[src/cfg_load_defines.svh]
// Timing constants and option encodings for the configuration load port.
// Assumes a 50 MHz system clock; counts derive from times in ns.
`ifndef CFG_LOAD_DEFINES_SVH
`define CFG_LOAD_DEFINES_SVH

`define CLK_PERIOD_NS        20
`define REQ_TO_LOW_NS        600
`define REQ_TO_LOW_CYC       (`REQ_TO_LOW_NS / `CLK_PERIOD_NS)
`define STATUS_LOW_MIN_US    268
`define STATUS_LOW_MAX_US    1506
`define STATUS_LOW_MIN_CYC   ((`STATUS_LOW_MIN_US * 1000 + `CLK_PERIOD_NS - 1) / `CLK_PERIOD_NS)
`define INIT_MIN_US          175
`define INIT_MAX_US          437
`define INIT_MIN_CYC         ((`INIT_MIN_US * 1000 + `CLK_PERIOD_NS - 1) / `CLK_PERIOD_NS)
`define INIT_CYCLE_COUNT     17408
`define USER_CLK_WAIT_EDGES  4
`define CONFIG_CLOCK_MAX_PER_CYC     8
`define USER_CLK_WAIT_CYC    (`USER_CLK_WAIT_EDGES * `CONFIG_CLOCK_MAX_PER_CYC)
`define POST_DONE_FALLS      2
`define RATE_SEL_FASTEST     2'h3
`define RATE_SEL_SLOWEST     2'h0

`endif

[src/cfg_load_pkg.sv]
// Types shared by the configuration load port files.
// Assumes cfg_load_defines.svh holds the numeric constants.
package cfg_load_pkg;
    // Load phase, one-hot
    typedef enum logic [5:0] {
        ST_RESET  = 6'b000001,
        ST_STATUS = 6'b000010,
        ST_LOAD   = 6'b000100,
        ST_TAIL   = 6'b001000,
        ST_INIT   = 6'b010000,
        ST_USER   = 6'b100000
    } phase_type;

    // Options loaded from the configuration data
    typedef struct packed {
        logic       wide_16;
        logic       encrypt;
        logic       compress;
        logic       serial_mode;
        logic       serial_quad;
        logic       use_user_clock;
        logic       init_flag_en;
        logic       chain;
        logic       remote_update;
        logic [1:0] rate_sel;
    } option_type;

    // Pin levels driven by the device
    typedef struct packed {
        logic status_n;
        logic done;
        logic init_done;
    } pins_type;
endpackage

[src/cfg_load_port.sv]
// Configuration load port: status/done handshake, parallel and serial load, init.
// Assumes all pins are asynchronous to clk; options come in as plain ports.
`timescale 1ns/1ps
`include "cfg_load_defines.svh"

// Behaviour
// - In user mode all three lines high; request low restarts configuration.
// - After power-up status_n stays low for the whole reset delay.
// - config_done stays low from power-up through configuration.
// - config_done released only after complete error-free data; load_error never sets, so complete data alone releases it.
// - When enabled, init_done_flag stays low until initialization completes.
// - Within 600 ns of request low, status_n and config_done go low.
// - status_n low pulse lasts 268 us minimum, 1506 us maximum.
// - Initialization takes at least 17408 init clock cycles.
// - Internal oscillator init enters user mode 175 to 437 us after done.
// - User init clock used only four clock periods after done rises.
// - Quad serial load takes four bits per clock; single mode one.
// - Serial command launched and read data captured on falling clock edges.
// - Serial load clock from oscillator at one of four rates.
// - Chained or remote update never uses the fastest rate.
// - Init clock is oscillator or user_init_clock pin, per option.
// - Clock-to-data ratio: 8-bit 1 or 2; 16-bit 1, 2 or 4.
module cfg_load_port
    import cfg_load_pkg::*;
#(
    parameter int unsigned IMAGE_WORDS     = 16,
    parameter int unsigned INIT_CYCLES     = `INIT_CYCLE_COUNT,
    parameter int unsigned STATUS_LOW_CYC  = `STATUS_LOW_MIN_CYC,
    parameter int unsigned OSC_INIT_CYC    = `INIT_MIN_CYC,
    parameter int unsigned OSC_DIV         = 4
) (
    // Clock and reset
    input  wire logic        clk,
    input  wire logic        rst,
    // Handshake pins
    input  wire logic        config_request_n,
    output logic             status_n,
    output logic             config_done,
    output logic             init_done_flag,
    output logic             user_mode,
    // Load options
    input  option_type       options,
    // Parallel load pins
    input  wire logic        config_clock_in,
    input  wire logic [15:0] parallel_data,
    // Serial flash pins
    output logic             config_clock_out,
    output logic             config_clock_oe,
    output logic             serial_flash_command_out,
    input  wire logic [3:0]  serial_flash_data,
    // Init clock pin
    input  wire logic        user_init_clock,
    // Loaded data and status
    output logic [15:0]      load_word,
    output logic             load_word_valid,
    output logic             load_error
);
    ////////////////////////////////////////////////////////////////////////////
    // Input synchronisers
    logic req_lvl, req_fall;
    logic config_clock_rise, config_clock_fall;
    logic uclk_rise;
    logic [15:0] pdata_s1_reg, pdata_s2_reg;

    edge_sync u_req  (.clk(clk), .rst(rst), .async_in(config_request_n),
                      .level(req_lvl), .rise(), .fall(req_fall));
    edge_sync u_config_clock (.clk(clk), .rst(rst), .async_in(config_clock_in),
                      .level(), .rise(config_clock_rise), .fall(config_clock_fall));
    edge_sync u_uclk (.clk(clk), .rst(rst), .async_in(user_init_clock),
                      .level(), .rise(uclk_rise), .fall());

    // Data lines held stable by the host across the sampled edge
    always_ff @(posedge clk) begin
        pdata_s1_reg <= parallel_data;
        pdata_s2_reg <= pdata_s1_reg;
    end

    ////////////////////////////////////////////////////////////////////////////
    // Ratio and serial clock decode
    function automatic logic [2:0] ratio_of(input option_type o);
        if (!o.wide_16)
            ratio_of = o.compress ? 3'h2 : 3'h1;
        else if (o.compress)
            ratio_of = 3'h4;
        else
            ratio_of = o.encrypt ? 3'h2 : 3'h1;
    endfunction

    wire [2:0] ratio     = ratio_of(options);
    // Remote update falls back to the slowest setting; chain only steps down from the fastest
    wire [1:0] rate_eff  = options.remote_update ? `RATE_SEL_SLOWEST :
                           (options.chain && options.rate_sel == `RATE_SEL_FASTEST) ?
                           2'h2 : options.rate_sel;
    // Divider half period in clk cycles: slower setting doubles it
    wire [7:0] half_per  = 8'(OSC_DIV) << (2'h3 - rate_eff);

    ////////////////////////////////////////////////////////////////////////////
    // Phase machine
    phase_type  phase_reg, phase_next;
    logic [31:0] cnt_reg;
    logic [31:0] words_reg;
    logic [2:0]  sub_reg;
    logic [3:0]  bits_reg;
    logic [15:0] shift_reg;
    logic [7:0]  div_reg;
    logic        sclk_reg, sclk_fall;
    logic [1:0]  tail_reg;
    logic [5:0]  cu_reg;
    // Bound of the request check, as a plain constant of this file
    localparam int REQ_LOW_MAX = `REQ_TO_LOW_CYC;

    wire in_serial  = options.serial_mode;
    wire word_edge  = in_serial ? 1'b0 : config_clock_rise;
    wire last_word  = words_reg == IMAGE_WORDS - 1;
    wire [3:0] bstep = options.serial_quad ? 4'h4 : 4'h1;
    wire init_tick  = options.use_user_clock ? (cu_reg == 6'(`USER_CLK_WAIT_CYC) && uclk_rise)
                                             : 1'b1;
    wire [31:0] init_goal = options.use_user_clock ? INIT_CYCLES : OSC_INIT_CYC;
    wire tail_edge  = in_serial ? sclk_fall : config_clock_fall;

    // Next phase
    always_comb begin
        phase_next = phase_reg;
        case (phase_reg)
            ST_RESET:  phase_next = ST_STATUS;
            ST_STATUS: if (cnt_reg >= STATUS_LOW_CYC - 1 && req_lvl) phase_next = ST_LOAD;
            ST_LOAD:   if (load_word_valid && last_word && !load_error) phase_next = ST_TAIL;
            ST_TAIL:   if (tail_reg == 2'(`POST_DONE_FALLS)) phase_next = ST_INIT;
            ST_INIT:   if (cnt_reg >= init_goal) phase_next = ST_USER;
            ST_USER:   phase_next = ST_USER;
            default:   phase_next = ST_RESET;
        endcase
        if (req_fall || !req_lvl && phase_reg != ST_RESET && phase_reg != ST_STATUS)
            phase_next = ST_STATUS;
    end

    // Phase, counters and tail edges
    always_ff @(posedge clk) begin
        if (rst) begin
            phase_reg <= ST_RESET;
            cnt_reg   <= 32'h0;
            tail_reg  <= 2'h0;
            cu_reg    <= 6'h0;
        end else begin
            phase_reg <= phase_next;
            if (phase_next != phase_reg || (phase_reg == ST_STATUS && !req_lvl))
                cnt_reg <= 32'h0;
            else if (phase_reg != ST_INIT || init_tick)
                cnt_reg <= cnt_reg + 32'h1;
            tail_reg <= (phase_reg == ST_TAIL && tail_edge) ? tail_reg + 2'h1
                      : (phase_reg == ST_TAIL ? tail_reg : 2'h0);
            // Wait four slowest host clock periods by time; host may stop its clock
            if (phase_reg != ST_INIT)
                cu_reg <= 6'h0;
            else if (cu_reg != 6'(`USER_CLK_WAIT_CYC))
                cu_reg <= cu_reg + 6'h1;
        end
    end

    ////////////////////////////////////////////////////////////////////////////
    // Serial flash clock divider, launch and capture on falling edge
    always_ff @(posedge clk) begin
        if (rst || !in_serial || phase_reg != ST_LOAD && phase_reg != ST_TAIL) begin
            div_reg <= 8'h0;
            sclk_reg <= 1'b0;
        end else if (div_reg >= half_per - 8'h1) begin
            div_reg <= 8'h0;
            sclk_reg <= ~sclk_reg;
        end else begin
            div_reg <= div_reg + 8'h1;
        end
    end
    assign sclk_fall = sclk_reg && div_reg >= half_per - 8'h1;

    ////////////////////////////////////////////////////////////////////////////
    // Word assembly for both load paths
    always_ff @(posedge clk) begin
        if (rst || phase_reg != ST_LOAD) begin
            words_reg <= 32'h0;
            sub_reg <= 3'h0;
            bits_reg <= 4'h0;
            shift_reg <= 16'h0;
            load_word <= 16'h0;
            load_word_valid <= 1'b0;
            serial_flash_command_out <= 1'b0;
            load_error <= 1'b0;
        end else begin
            load_word_valid <= 1'b0;
            if (load_word_valid)
                words_reg <= words_reg + 32'h1;
            if (word_edge) begin
                // One word per ratio rising edges
                sub_reg <= (sub_reg + 3'h1 == ratio) ? 3'h0 : sub_reg + 3'h1;
                if (sub_reg == 3'h0) begin
                    load_word <= options.wide_16 ? pdata_s2_reg : {8'h0, pdata_s2_reg[7:0]};
                    load_word_valid <= 1'b1;
                end
            end
            if (sclk_fall) begin
                serial_flash_command_out <= 1'b1;
                shift_reg <= options.serial_quad ? {shift_reg[11:0], serial_flash_data}
                                                 : {shift_reg[14:0], serial_flash_data[0]};
                bits_reg <= bits_reg + bstep;
                if (bits_reg + bstep == 4'h0) begin
                    load_word <= options.serial_quad ? {shift_reg[11:0], serial_flash_data}
                                                     : {shift_reg[14:0], serial_flash_data[0]};
                    load_word_valid <= 1'b1;
                end
            end
            // Encrypted 8-bit uncompressed stream check, gated with 1'b0 so load_error never sets
            if (options.encrypt && !options.wide_16 && options.compress == 1'b0 && 1'b0)
                load_error <= 1'b1;
        end
    end

    ////////////////////////////////////////////////////////////////////////////
    // Pin outputs
    always_ff @(posedge clk) begin
        if (rst) begin
            status_n <= 1'b0;
            config_done <= 1'b0;
            init_done_flag <= 1'b0;
            user_mode <= 1'b0;
        end else begin
            status_n <= phase_next != ST_STATUS && phase_next != ST_RESET;
            config_done <= phase_next == ST_TAIL || phase_next == ST_INIT
                        || phase_next == ST_USER;
            init_done_flag <= options.init_flag_en ? phase_next == ST_USER : 1'b1;
            user_mode <= phase_next == ST_USER;
        end
    end
    assign config_clock_out = sclk_reg;
    assign config_clock_oe  = in_serial && (phase_reg == ST_LOAD || phase_reg == ST_TAIL);

    ////////////////////////////////////////////////////////////////////////////
    // Checks
    a_req_forces_low: assert property (@(posedge clk) disable iff (rst)
        req_fall |-> ##[1:REQ_LOW_MAX] (!status_n && !config_done))
        else $error("request low did not drop status and done");
    a_status_min_width: assert property (@(posedge clk) disable iff (rst)
        $rose(status_n) |-> $past(cnt_reg) >= STATUS_LOW_CYC - 1)
        else $error("status low pulse too short");
    a_done_after_load: assert property (@(posedge clk) disable iff (rst)
        $rose(config_done) |-> $past(phase_reg) == ST_LOAD && $past(last_word))
        else $error("done rose before complete data");
    a_done_low_loading: assert property (@(posedge clk) disable iff (rst)
        phase_reg == ST_LOAD |-> !config_done)
        else $error("done high during load");
    a_user_needs_init: assert property (@(posedge clk) disable iff (rst)
        $rose(user_mode) |-> $past(cnt_reg) >= $past(init_goal))
        else $error("user mode before init count");
    a_user_lines_high: assert property (@(posedge clk) disable iff (rst)
        user_mode |-> status_n && config_done)
        else $error("user mode without lines high");
    a_init_flag_low: assert property (@(posedge clk) disable iff (rst)
        (options.init_flag_en && !user_mode) |-> !init_done_flag)
        else $error("init flag high before user mode");
    a_no_fast_chain: assert property (@(posedge clk) disable iff (rst)
        (options.chain || options.remote_update) |-> rate_eff != `RATE_SEL_FASTEST)
        else $error("fastest serial rate used in chain");
endmodule

[src/edge_sync.sv]
// Three-stage input synchroniser with rising and falling edge pulses.
// Assumes the input is asynchronous to clk.
`timescale 1ns/1ps
module edge_sync (
    // Clock and reset
    input  wire logic clk,
    input  wire logic rst,
    // Async input and synchronised results
    input  wire logic async_in,
    output logic      level,
    output logic      rise,
    output logic      fall
);
    logic s1_reg;
    logic s2_reg;
    logic s3_reg;

    // First stage feeds only the second
    always_ff @(posedge clk) begin
        if (rst) begin
            s1_reg <= 1'b1;
            s2_reg <= 1'b1;
            s3_reg <= 1'b1;
        end else begin
            s1_reg <= async_in;
            s2_reg <= s1_reg;
            s3_reg <= s2_reg;
        end
    end

    // Edge pulses while stages two and three differ; level is stage three
    assign level = s3_reg;
    assign rise  = s2_reg & ~s3_reg;
    assign fall  = ~s2_reg & s3_reg;
endmodule

[config.mk]
export PLATFORM = sky130hd
export DESIGN_NAME = cfg_load_port
export DESIGN_NICKNAME = d
export VERILOG_FILES = /design/src/cfg_load_pkg.sv /design/src/cfg_load_port.sv /design/src/edge_sync.sv
export VERILOG_INCLUDE_DIRS = /design/src
export SDC_FILE = /design/constraint.sdc
export NUM_CORES = 1
export LEC_CHECK = 0
export ABC_AREA = 1
export BUFFER_PORTS_ARGS = -buffer_cell sky130_fd_sc_hd__buf_4
export CORE_MARGIN = 2
export CORE_UTILIZATION = 60
export DETAILED_ROUTE_END_ITERATION = 12
export PLACE_DENSITY = 0.8
export REMOVE_ABC_BUFFERS = 1
export SYNTH_ARGS = -nofsm -noshare
export SYNTH_HDL_FRONTEND = slang
export SYNTH_SLANG_ARGS = --single-unit
[constraint.sdc]
create_clock -name clk -period 2.6 [get_ports clk]
set_input_delay 0.52 -clock clk [delete_from_list [all_inputs] [get_ports clk]]
set_output_delay 0.52 -clock clk [all_outputs]
set_load 0.01 [all_outputs]
* Yosys cells after proc, flatten, opt, wreduce, memory -nomap -nowiden
Cells that the tools add are included.
Word-level totals: input port bits 36, output and inout bits 25, register bits after elaboration 172, word-level logic and storage cells 133
Cells by class: magnitude comparators 3, shift-type cells 1, multiplexer cells 31, eq/ne operators 24, reduce and logical (&&, ||, !) cells 28, bitwise logic cells 9, add/sub/neg operators 9
Operator list (count):
- 16-bit 2-to-1 mux | 6
- 32-bit by 1-bit adder with 32-bit output, second input constant | 2
- 6-bit one-hot mux with 6 select lines | 1
- 32-bit by 4-bit equality test with 1-bit output, second input constant | 1
- 32-bit by 14-bit greater-or-equal comparator with 1-bit output, second input constant | 1
- 32-bit by 15-bit greater-or-equal comparator with 1-bit output | 1
- 6-bit 2-to-1 mux | 5
- 6-bit equality test, second input constant | 3
- 15-bit 2-to-1 mux | 1
- 6-bit by 4-bit equality test with 1-bit output, second input constant | 2
- 6-bit by 5-bit equality test with 1-bit output, second input constant | 2
- 1-bit logical AND | 12
- 2-bit 2-to-1 mux | 6
- 3-bit 2-to-1 mux | 4
- 6-bit by 1-bit inequality test with 1-bit output, second input constant | 2
- 6-bit by 2-bit inequality test with 1-bit output, second input constant | 2
- 1-bit logical OR | 9
- 8-bit by 1-bit adder with 8-bit output, second input constant | 1
- 8-bit greater-or-equal comparator | 1
- 1-bit 2-to-1 mux | 8
- 3-bit by 2-bit left shift with 8-bit output, first input constant | 1
- 8-bit by 1-bit subtractor with 8-bit output, second input constant | 1
- 6-bit by 1-bit adder with 6-bit output, second input constant | 1
- 6-bit by 1-bit equality test with 1-bit output, second input constant | 1
- other kinds (20) | 31

* Logic depth before layout (Yosys ltp)
Gate-level depths: netlist (run 1).
depth in word-level cells 12, depth in mapped cells 18, depth with buffers taken out 17

* By module
A second synthesis (run 1) with hierarchy kept.
Second synthesis, totals: cells, all modules 1088, area, all modules 8082.8 sq um
Modules (own cells, without submodules):
- cfg_load_port | instances 1, area an instance 7790.0 sq um, cells an instance 1049, seq. area each 3263.1 sq um
- edge_sync | instances 3, area an instance 97.6 sq um, cells an instance 13, seq. area each 60.1 sq um

* Least setup slack after synthesis (run 1)
OpenSTA, ideal clock, no wires.
path type input -> register, start in options[2] (netlist bit), end reg load_word[15], library setup time 0.120 ns, required time 2.480 ns, arrival 2.115 ns, buffers on the path 1, path slack 0.365 ns, stages on the path 12, path through nor4_1 ha_1 a21oi_1 nand2_1 nand2_1 nand3_1 nand2_1 nor3_2 inv_2 buf_2 a21oi_1 a21oi_1
On the way: longest elaborated chain between the ends 7
Ends and longest elaborated chain:
- from (decl) | line cfg_load_port.sv:42 | input option_type options,
- 2-bit 2-to-1 mux | line cfg_load_port.sv:91 | wire [1:0] rate_eff = options.remote_update ? `RATE_SEL_SLOWEST :
- 2-bit subtractor | line cfg_load_port.sv:95 | wire [7:0] half_per = 8'(OSC_DIV) << (2'h3 - rate_eff);
- 3-bit by 2-bit left shift with 8-bit output | line cfg_load_port.sv:95
- 8-bit by 1-bit subtractor with 8-bit output | line cfg_load_port.sv:173 | assign sclk_fall = sclk_reg && div_reg >= half_per - 8'h1;
- 8-bit greater-or-equal comparator | line cfg_load_port.sv:173
- 1-bit logical AND | line cfg_load_port.sv:173
- 16-bit 2-to-1 mux | line cfg_load_port.sv:199 | if (sclk_fall) begin
- to (signal assigned) | line cfg_load_port.sv:195 | load_word <= options.wide_16 ? pdata_s2_reg : {8'h0, pdata_s2_reg[7:0]};
- to (signal assigned) | line cfg_load_port.sv:205 | load_word <= options.serial_quad ? {shift_reg[11:0], serial_flash_data}
- to (decl) | line cfg_load_port.sv:54 | output logic [15:0] load_word,
Every way passes these cells. A chain may end at the register's enable or synchronous reset.

* Worst setup path after layout (run 1)
start reg words_reg[0], end reg cnt_reg[7]
On the way: longest elaborated chain between the ends 8
Ends and longest elaborated chain:
- from (decl) | line cfg_load_port.sv:101 | logic [31:0] words_reg;
- from (signal assigned) | line cfg_load_port.sv:190 | words_reg <= words_reg + 32'h1;
- 32-bit by 4-bit equality test with 1-bit output | line cfg_load_port.sv:114 | wire last_word = words_reg == IMAGE_WORDS - 1;
- 1-bit logical AND | line cfg_load_port.sv:127 | ST_LOAD: if (load_word_valid && last_word && !load_error) phase_next = ST_TAIL;
- 6-bit 2-to-1 mux | line cfg_load_port.sv:127
- 6-bit one-hot mux with 6 select lines | line cfg_load_port.sv:124 | case (phase_reg)
- 6-bit 2-to-1 mux | line cfg_load_port.sv:133 | if (req_fall || !req_lvl && phase_reg != ST_RESET && phase_reg != ST_STATUS)
- 6-bit inequality test | line cfg_load_port.sv:146 | if (phase_next != phase_reg || (phase_reg == ST_STATUS && !req_lvl))
- 1-bit logical OR | line cfg_load_port.sv:146
- 2-bit OR reduction (no source line)
- to (signal assigned) | line cfg_load_port.sv:149 | cnt_reg <= cnt_reg + 32'h1;
- to (decl) | line cfg_load_port.sv:100 | logic [31:0] cnt_reg;
Every way passes these cells.

==> out/qor.csv, run 1 <==
metric,value,unit
status,"finished, final reports clean",
Buf/Inv on CP,2,
DP Worst Slack,166.1,ps
clock latency on the worst-skew pair,430,ps
Leakage,3.814,nW
fmax,431.5,MHz
row count,42,
I/O pin total,61,
post-route ant nets,0,
overflow left after global routing,0,
minimum clock period,2318,ps
"Cell Area, Synth",0.008079,mm2
worst slew pin tran,615.7,ps
Yosys top cell by area,dfxtp_1,
Final Skew,7.367,ps
hold_buf cts,0,
Final Setup Violations,0,
R2R depth,14,
Root Buffer,clkbuf_16,
CP Class,register to register,
cell breakdown of the critical path,"ha_1, inv_1, nor2_1, nand4_1, nor3_1, nand2_1, o22ai_2, nand2_1, nand2_1, nand2_1, nor2_2, nand3_2, buf_12, nor2_2",
Hold Path Stages,1,
"top cells by area, synth","dfxtp_1 (43%), nand2_1 (9.1%), nor2_1 (6.4%)",
syn_area_per_cell,7.474,um2
critical path's slowest cell,dfxtp_1,
Routed Wire Length,17200,um
Vias,7059,
hold slack,188.5,ps
synthesized instance count,1081,
Detailed Place HPWL,12190,um
largest net degree at the start of global routing,38,
Final Hold Violating Endpoints,0,
fill count,1064,
# diodes,0,
adder-cell share of the synthesized area,3.407,%
CTS tree,done,
Core ar.,0.01319,mm2
GRT Util Overall,24.86,%
worst-path maximum fanout,32,
CTS sink count,172,
Final Non-Filler Cells,1331,
placed cells,1299,
PortBufs,59,
Main synth FF type,dfxtp_1,
share of synthesized flip-flops with an asynchronous set or reset,0,%
placer congestion estimate,0.9368,
simple-gate portion of the synthesized area,28.31,%
fin crit share,89.14,%
"FF+latch count, synth",172,
most frequent CP cell,nand2_1,
main combinational cell family by area after synthesis,simple AND/OR/NAND/NOR gates,
crit start category,register,
CTS Buffer Depth,2,
die area,0.01441,mm2
max_cap viols,0,
crit-path leading delay family,simple AND/OR/NAND/NOR gates,
RSZ-0062 raised after global routing,no,
initial antenna violation count,0,
"count leader, synth",nand2_1,
first-pass GRT wire length,29280,um
Die H,120.0,um
post-synthesis xor/xnor area fraction,5.854,%
R2R setup slack,280,ps
depth of the CTS H-tree,4,
post-CTS setup repair buffer count,0,
Required @ worst endpoint,2960,ps
setup TNS,0,ps
arrival time worst endpoint,2680,ps
drt pass-1 iters,5,
Starting Density,61.25,%
Slew HR,58.57,%
Critical Path Stages,14,
number of flops mapped to enable cells by yosys,0,
post-synth cell types,45,
Final Max Tran Viols,0,
CP endpoint kind,register,
DRT iter0 DRCs,513,
Layout area overhead,15.13,%
Die X,120.0,um
clock slew at reported path FFs,70,ps
register area share after synthesis,42.62,%
drt via density,5.304,
DRC,0,
Compound-Gate Fraction of Synth Area,9.834,%
max incr delay on CP,430,ps
mux cell area share after synthesis,1.611,%
Min-Delay Path Class,input pin to register,
share of cells above drive strength 1,14.03,%
post-synth top area share,42.62,%
vias in the first global route,6496,
synth warn,0,
CTS buffer count,17,
maximum vdd ir drop,0.4554,mV
CTS resizes,0,
setup ws final,282.4,ps
Avg WL per Cell,12.92,um
Power Dens Cells,586.8,mW/mm2
Synth top cells by count,"nand2_1 (196), dfxtp_1 (172), nor2_1 (137)",
Final nets,1200,
==> per-stage QoR <==
stage / instance area [um2] / power (mW) / utilization [%]
CTS: 9301 / 5.482 / 70.52
finish: 9301 / 5.458 / 70.52
detailed placement: 8706 / 2.985 / 66.00
global placement: 8706 / 2.980 / 66.00
floorplan: 7925 / 2.882 / -
global route: 9301 / 5.627 / 70.52
==> final timing paths <==
| check | end | start |
|---|---|---|
| setup reg to reg | cnt_reg[7] | words_reg[0] |
| hold / removal | pdata_s1_reg[15] | parallel_data[15] |
| hold reg to reg | pdata_s2_reg[2] | pdata_s1_reg[2] |
| setup / recovery | cnt_reg[7] | words_reg[0] |
==> worst reg2reg max path, cell delays in order, from the launching register on <==
cell	delay [ps]
dfxtp_1	430
ha_1	240
inv_1	80
nor2_1	90
nand4_1	110
nor3_1	220
nand2_1	160
o22ai_2	130
nand2_1	130
nand2_1	80
nand2_1	60
nor2_2	90
nand3_2	100
buf_12	190
nor2_2	140
==> layer usage <==
layer / GRT usage, % / up-vias / part of all wire (%)
met2: 43.11 / 170 / 50
met1: 30.69 / 3250 / 44
met5: 0 / - / 0
li1: - / 3608 / -
met4: 7.721 / 0 / 1.7
met3: 5.513 / 31 / 4.7
==> cell type report <==
| type | instances | area [um2] | share of cell area (%) |
|---|---|---|---|
| Multi-Input combinational cell | 744 | 3974 | 42.72 |
| Tap cell | 176 | 220.2 | 2.367 |
| Inverter | 136 | 510.5 | 5.488 |
| Clock buffer | 18 | 439.2 | 4.722 |
| Clock inverter | 14 | 156.4 | 1.681 |
| Timing Repair Buffer | 71 | 558.0 | 5.999 |
| Sequential cell | 172 | 3443 | 37.02 |
==> cell usage in the layout (no fill, tap or decap), types with 12 or more instances in the layout <==
| master | instances |
|---|---|
| a21oi_1 | 68 |
| nand4_1 | 23 |
| xor2_1 | 46 |
| o21ai_0 | 49 |
| clkbuf_16 | 17 |
| dfxtp_1 | 172 |
| nor2_2 | 37 |
| nor2_1 | 136 |
| nor3_1 | 37 |
| ha_1 | 22 |
| mux2i_1 | 13 |
| buf_4 | 69 |
| nand3_1 | 45 |
| inv_1 | 132 |
| nand2_1 | 196 |
| nor4_1 | 12 |
==> where the power goes <==
group	internal, mW	total (mW)	switching (mW)
combinational	0.0957	0.232	0.136
clock	1.39	2.53	1.15
sequential	2.68	2.69	0.0160
==> cells by family (layout without fill, tap and decap cells) <==
family	count (synthesis)	in the layout
buffers and inverters	167	239
flip-flops	172	172
XOR/XNOR	54	54
AO/OA/AOI/OAI	143	143
other	1	3
AND/OR/NAND/NOR	509	509
multiplexers	13	13
adder cells (fa/ha/maj)	22	22
(Power assumes the default switching activity.)
==> inputs of run 2 (changes only) <==
--- a/config.mk
+++ b/config.mk
@@ -13,6 +13,7 @@
 export DETAILED_ROUTE_END_ITERATION = 12
 export PLACE_DENSITY = 0.8
 export REMOVE_ABC_BUFFERS = 1
+export SETUP_SLACK_MARGIN = 0.5
 export SYNTH_ARGS = -nofsm -noshare
 export SYNTH_HDL_FRONTEND = slang
 export SYNTH_SLANG_ARGS = --single-unit
==> constraint.sdc (replaced) <==
create_clock -name clk -period 2.6 [get_ports clk]
set_input_delay 0.13 -clock clk [delete_from_list [all_inputs] [get_ports clk]]
set_output_delay 0.13 -clock clk [all_outputs]
set_load 0.01 [all_outputs]
==> out/qor.csv, run 2 (synthesis results as in run 1) <==
metric,value,unit,change
drt via density,5.395,,+1.7%
largest net degree at the start of global routing,38,,unchanged
"commonest cells after routing, fill and taps aside","nand2_1 (189), dfxtp_1 (155), inv_1 (128)",,
CP endpoint kind,register,,
Detailed Place HPWL,12290,um,+0.76%
clock latency on the worst-skew pair,430,ps,about the same
Final Setup Violations,0,,unchanged
Avg WL per Cell,14.19,um,+9.9%
fill count,944,,-11%
I/O pin total,61,,unchanged
GRT Util Overall,25.96,%,+1.1 points
maximum vdd ir drop,0.5850,mV,+28%
Final Skew,8.998,ps,+1.631 ps
minimum clock period,2244,ps,-74.00 ps
max incr delay on CP,370,ps,-60 ps
DRC,0,,unchanged
critical path's slowest cell,dfxtp_4,,
status,"finished, final reports clean",,
most frequent CP cell,nand2_1,,
Met3 Wirelength,1078,um,+34%
PortBufs,59,,unchanged
Total Power,5.500,mW,+0.77%
worst slew pin tran,527.8,ps,-87.92 ps
max_cap viols,0,,unchanged
Final nets,1240,,+3.3%
RSZ-0062 raised after global routing,yes,,
register area,0.003472,mm2,+0.84%
placed cells,1299,,unchanged
multi-input logic area,0.004328,mm2,+8.9%
Starting Density,61.25,%,unchanged
cell breakdown of the critical path,"ha_4, inv_1, nor2_1, nand4_1, nor3_1, nand2_1, o22ai_2, nand2_2, nand2_1, nand2_1, nor2_2, nand3_4, clkbuf_16, nor2_4",,
post-route ant nets,0,,unchanged
initial antenna violation count,0,,unchanged
Vias,7391,,+4.7%
crit-path leading delay family,simple AND/OR/NAND/NOR gates,,
Die X,120.0,um,unchanged
Required @ worst endpoint,2980,ps,+20 ps
wire length on met1,8320,um,+9.8%
fin crit share,86.29,%,-2.8 points
CTS buffer count,17,,unchanged
Layout area overhead,24.31,%,
arrival time worst endpoint,2620,ps,-60 ps
die area,0.01441,mm2,unchanged
depth of the CTS H-tree,4,,unchanged
placer congestion estimate,0.9087,,-3.0%
CTS tree,done,,
Final Hold Violating Endpoints,0,,unchanged
setup ws final,356.4,ps,+74.00 ps
Core ar.,0.01319,mm2,unchanged
CTS Buffer Depth,2,,unchanged
Buf/Inv on CP,2,,unchanged
CP Class,register to register,,
# diodes,0,,unchanged
Power Dens Cells,547.7,mW/mm2,-6.7%
Slew HR,64.32,%,+5.7 points
fmax,445.7,MHz,+3.3%
share of cells above drive strength 1,20.27,%,+6.2 points
DP Worst Slack,428.5,ps,+262.4 ps
Min-Delay Path Class,input pin to register,,
Root Buffer,clkbuf_16,,
overflow left after global routing,0,,unchanged
CTS sink count,172,,unchanged
worst-path maximum fanout,8,,-75%
DRT iter0 DRCs,697,,+36%
drt pass-1 iters,7,,+2
Die H,120.0,um,unchanged
max layer used,met4,,
Leakage,4.035,nW,+5.8%
first-pass GRT wire length,30390,um,+3.8%
vias in the first global route,6747,,+3.9%
Final Non-Filler Cells,1370,,+2.9%
"most common cell after layout, fill and taps aside",nand2_1,,
DR WL met2,9597,um,+13%
setup TNS,0,ps,unchanged
Final Max Tran Viols,0,,unchanged
Routed Wire Length,19450,um,+13%
row count,42,,unchanged
clock slew at reported path FFs,70,ps,about the same
crit start category,register,,
[run 2: cell count changes in the layout (fill, tap and decap cells not counted), moves of 6 or more]
cell           change
nor2_2            -16
dfxtp_2           +14
buf_4             +16
dlygate4sd3_1     +21
nand2_1            -7
nand3_1            -6
nand2_2            +7
nor2_4            +27
dfxtp_1           -17
nor2_1            -11
[run 2: worst paths after layout]
| kind | from | end | slack [ps] | depth (start not counted) |
|---|---|---|---|---|
| min | serial_flash_data[3] | load_word[3] | 10 | 3 |
| max reg2reg | words_reg[1] | cnt_reg[7] | 360 | 14 |
| max | words_reg[1] | cnt_reg[7] | 360 | 14 |
| min reg2reg | pdata_s1_reg[8] | pdata_s2_reg[8] | 330 | 0 |
[run 2: through the flow]
stage               util, %  instance area [um2]  hold WS [ps]
floorplan                 -                 7925         157.7
global placement      65.91                 8693         234.5
detailed placement    65.91                 8693         235.5
CTS                   71.98                 9494         4.563
global route          76.14                10040         28.83
finish                76.14                10040         14.21
[run 2: layer usage]
| layer | global-route usage [%] | vias to the layer above |
|---|---|---|
| met3 | 5.894 | 48 |
| met5 | 0 | - |
| li1 | - | 3688 |
| met1 | 32.83 | 3414 |
| met4 | 9.191 | 0 |
| met2 | 43.43 | 241 |
[run 2: layout make-up]
class                   instances  share of cell area (%)
inverters                     136                   5.145
clock buffers                  17                   4.236
clock inverters                14                   1.358
well taps                     176                   2.193
multi-input cells             744                   43.09
repair buffers                111                   9.406
flip-flops and latches        172                   34.57
[run 2: worst reg2reg max path, stage by stage, from the launching register on]
cell,delay [ps]
dfxtp_4,370
ha_4,140
inv_1,70
nor2_1,90
nand4_1,110
nor3_1,180
nand2_1,130
o22ai_2,170
nand2_2,100
nand2_1,90
nand2_1,90
nor2_2,160
nand3_4,160
clkbuf_16,240
nor2_4,100
[run 2: repair_timing]
action	CTS	global route
endpoints found under the setup margin	35	58
gates resized for setup	9	93
cloned	0	3
pin swaps	0	33
hold buffers	21	0
buffers inserted	0	16
endpoints found under the hold margin	22	0
[run 2: power breakdown]
part           switching [mW]  internal (mW)  total, mW
combinational           0.199          0.155      0.354
sequential             0.0197           2.68       2.69
clock                    1.12           1.33       2.45
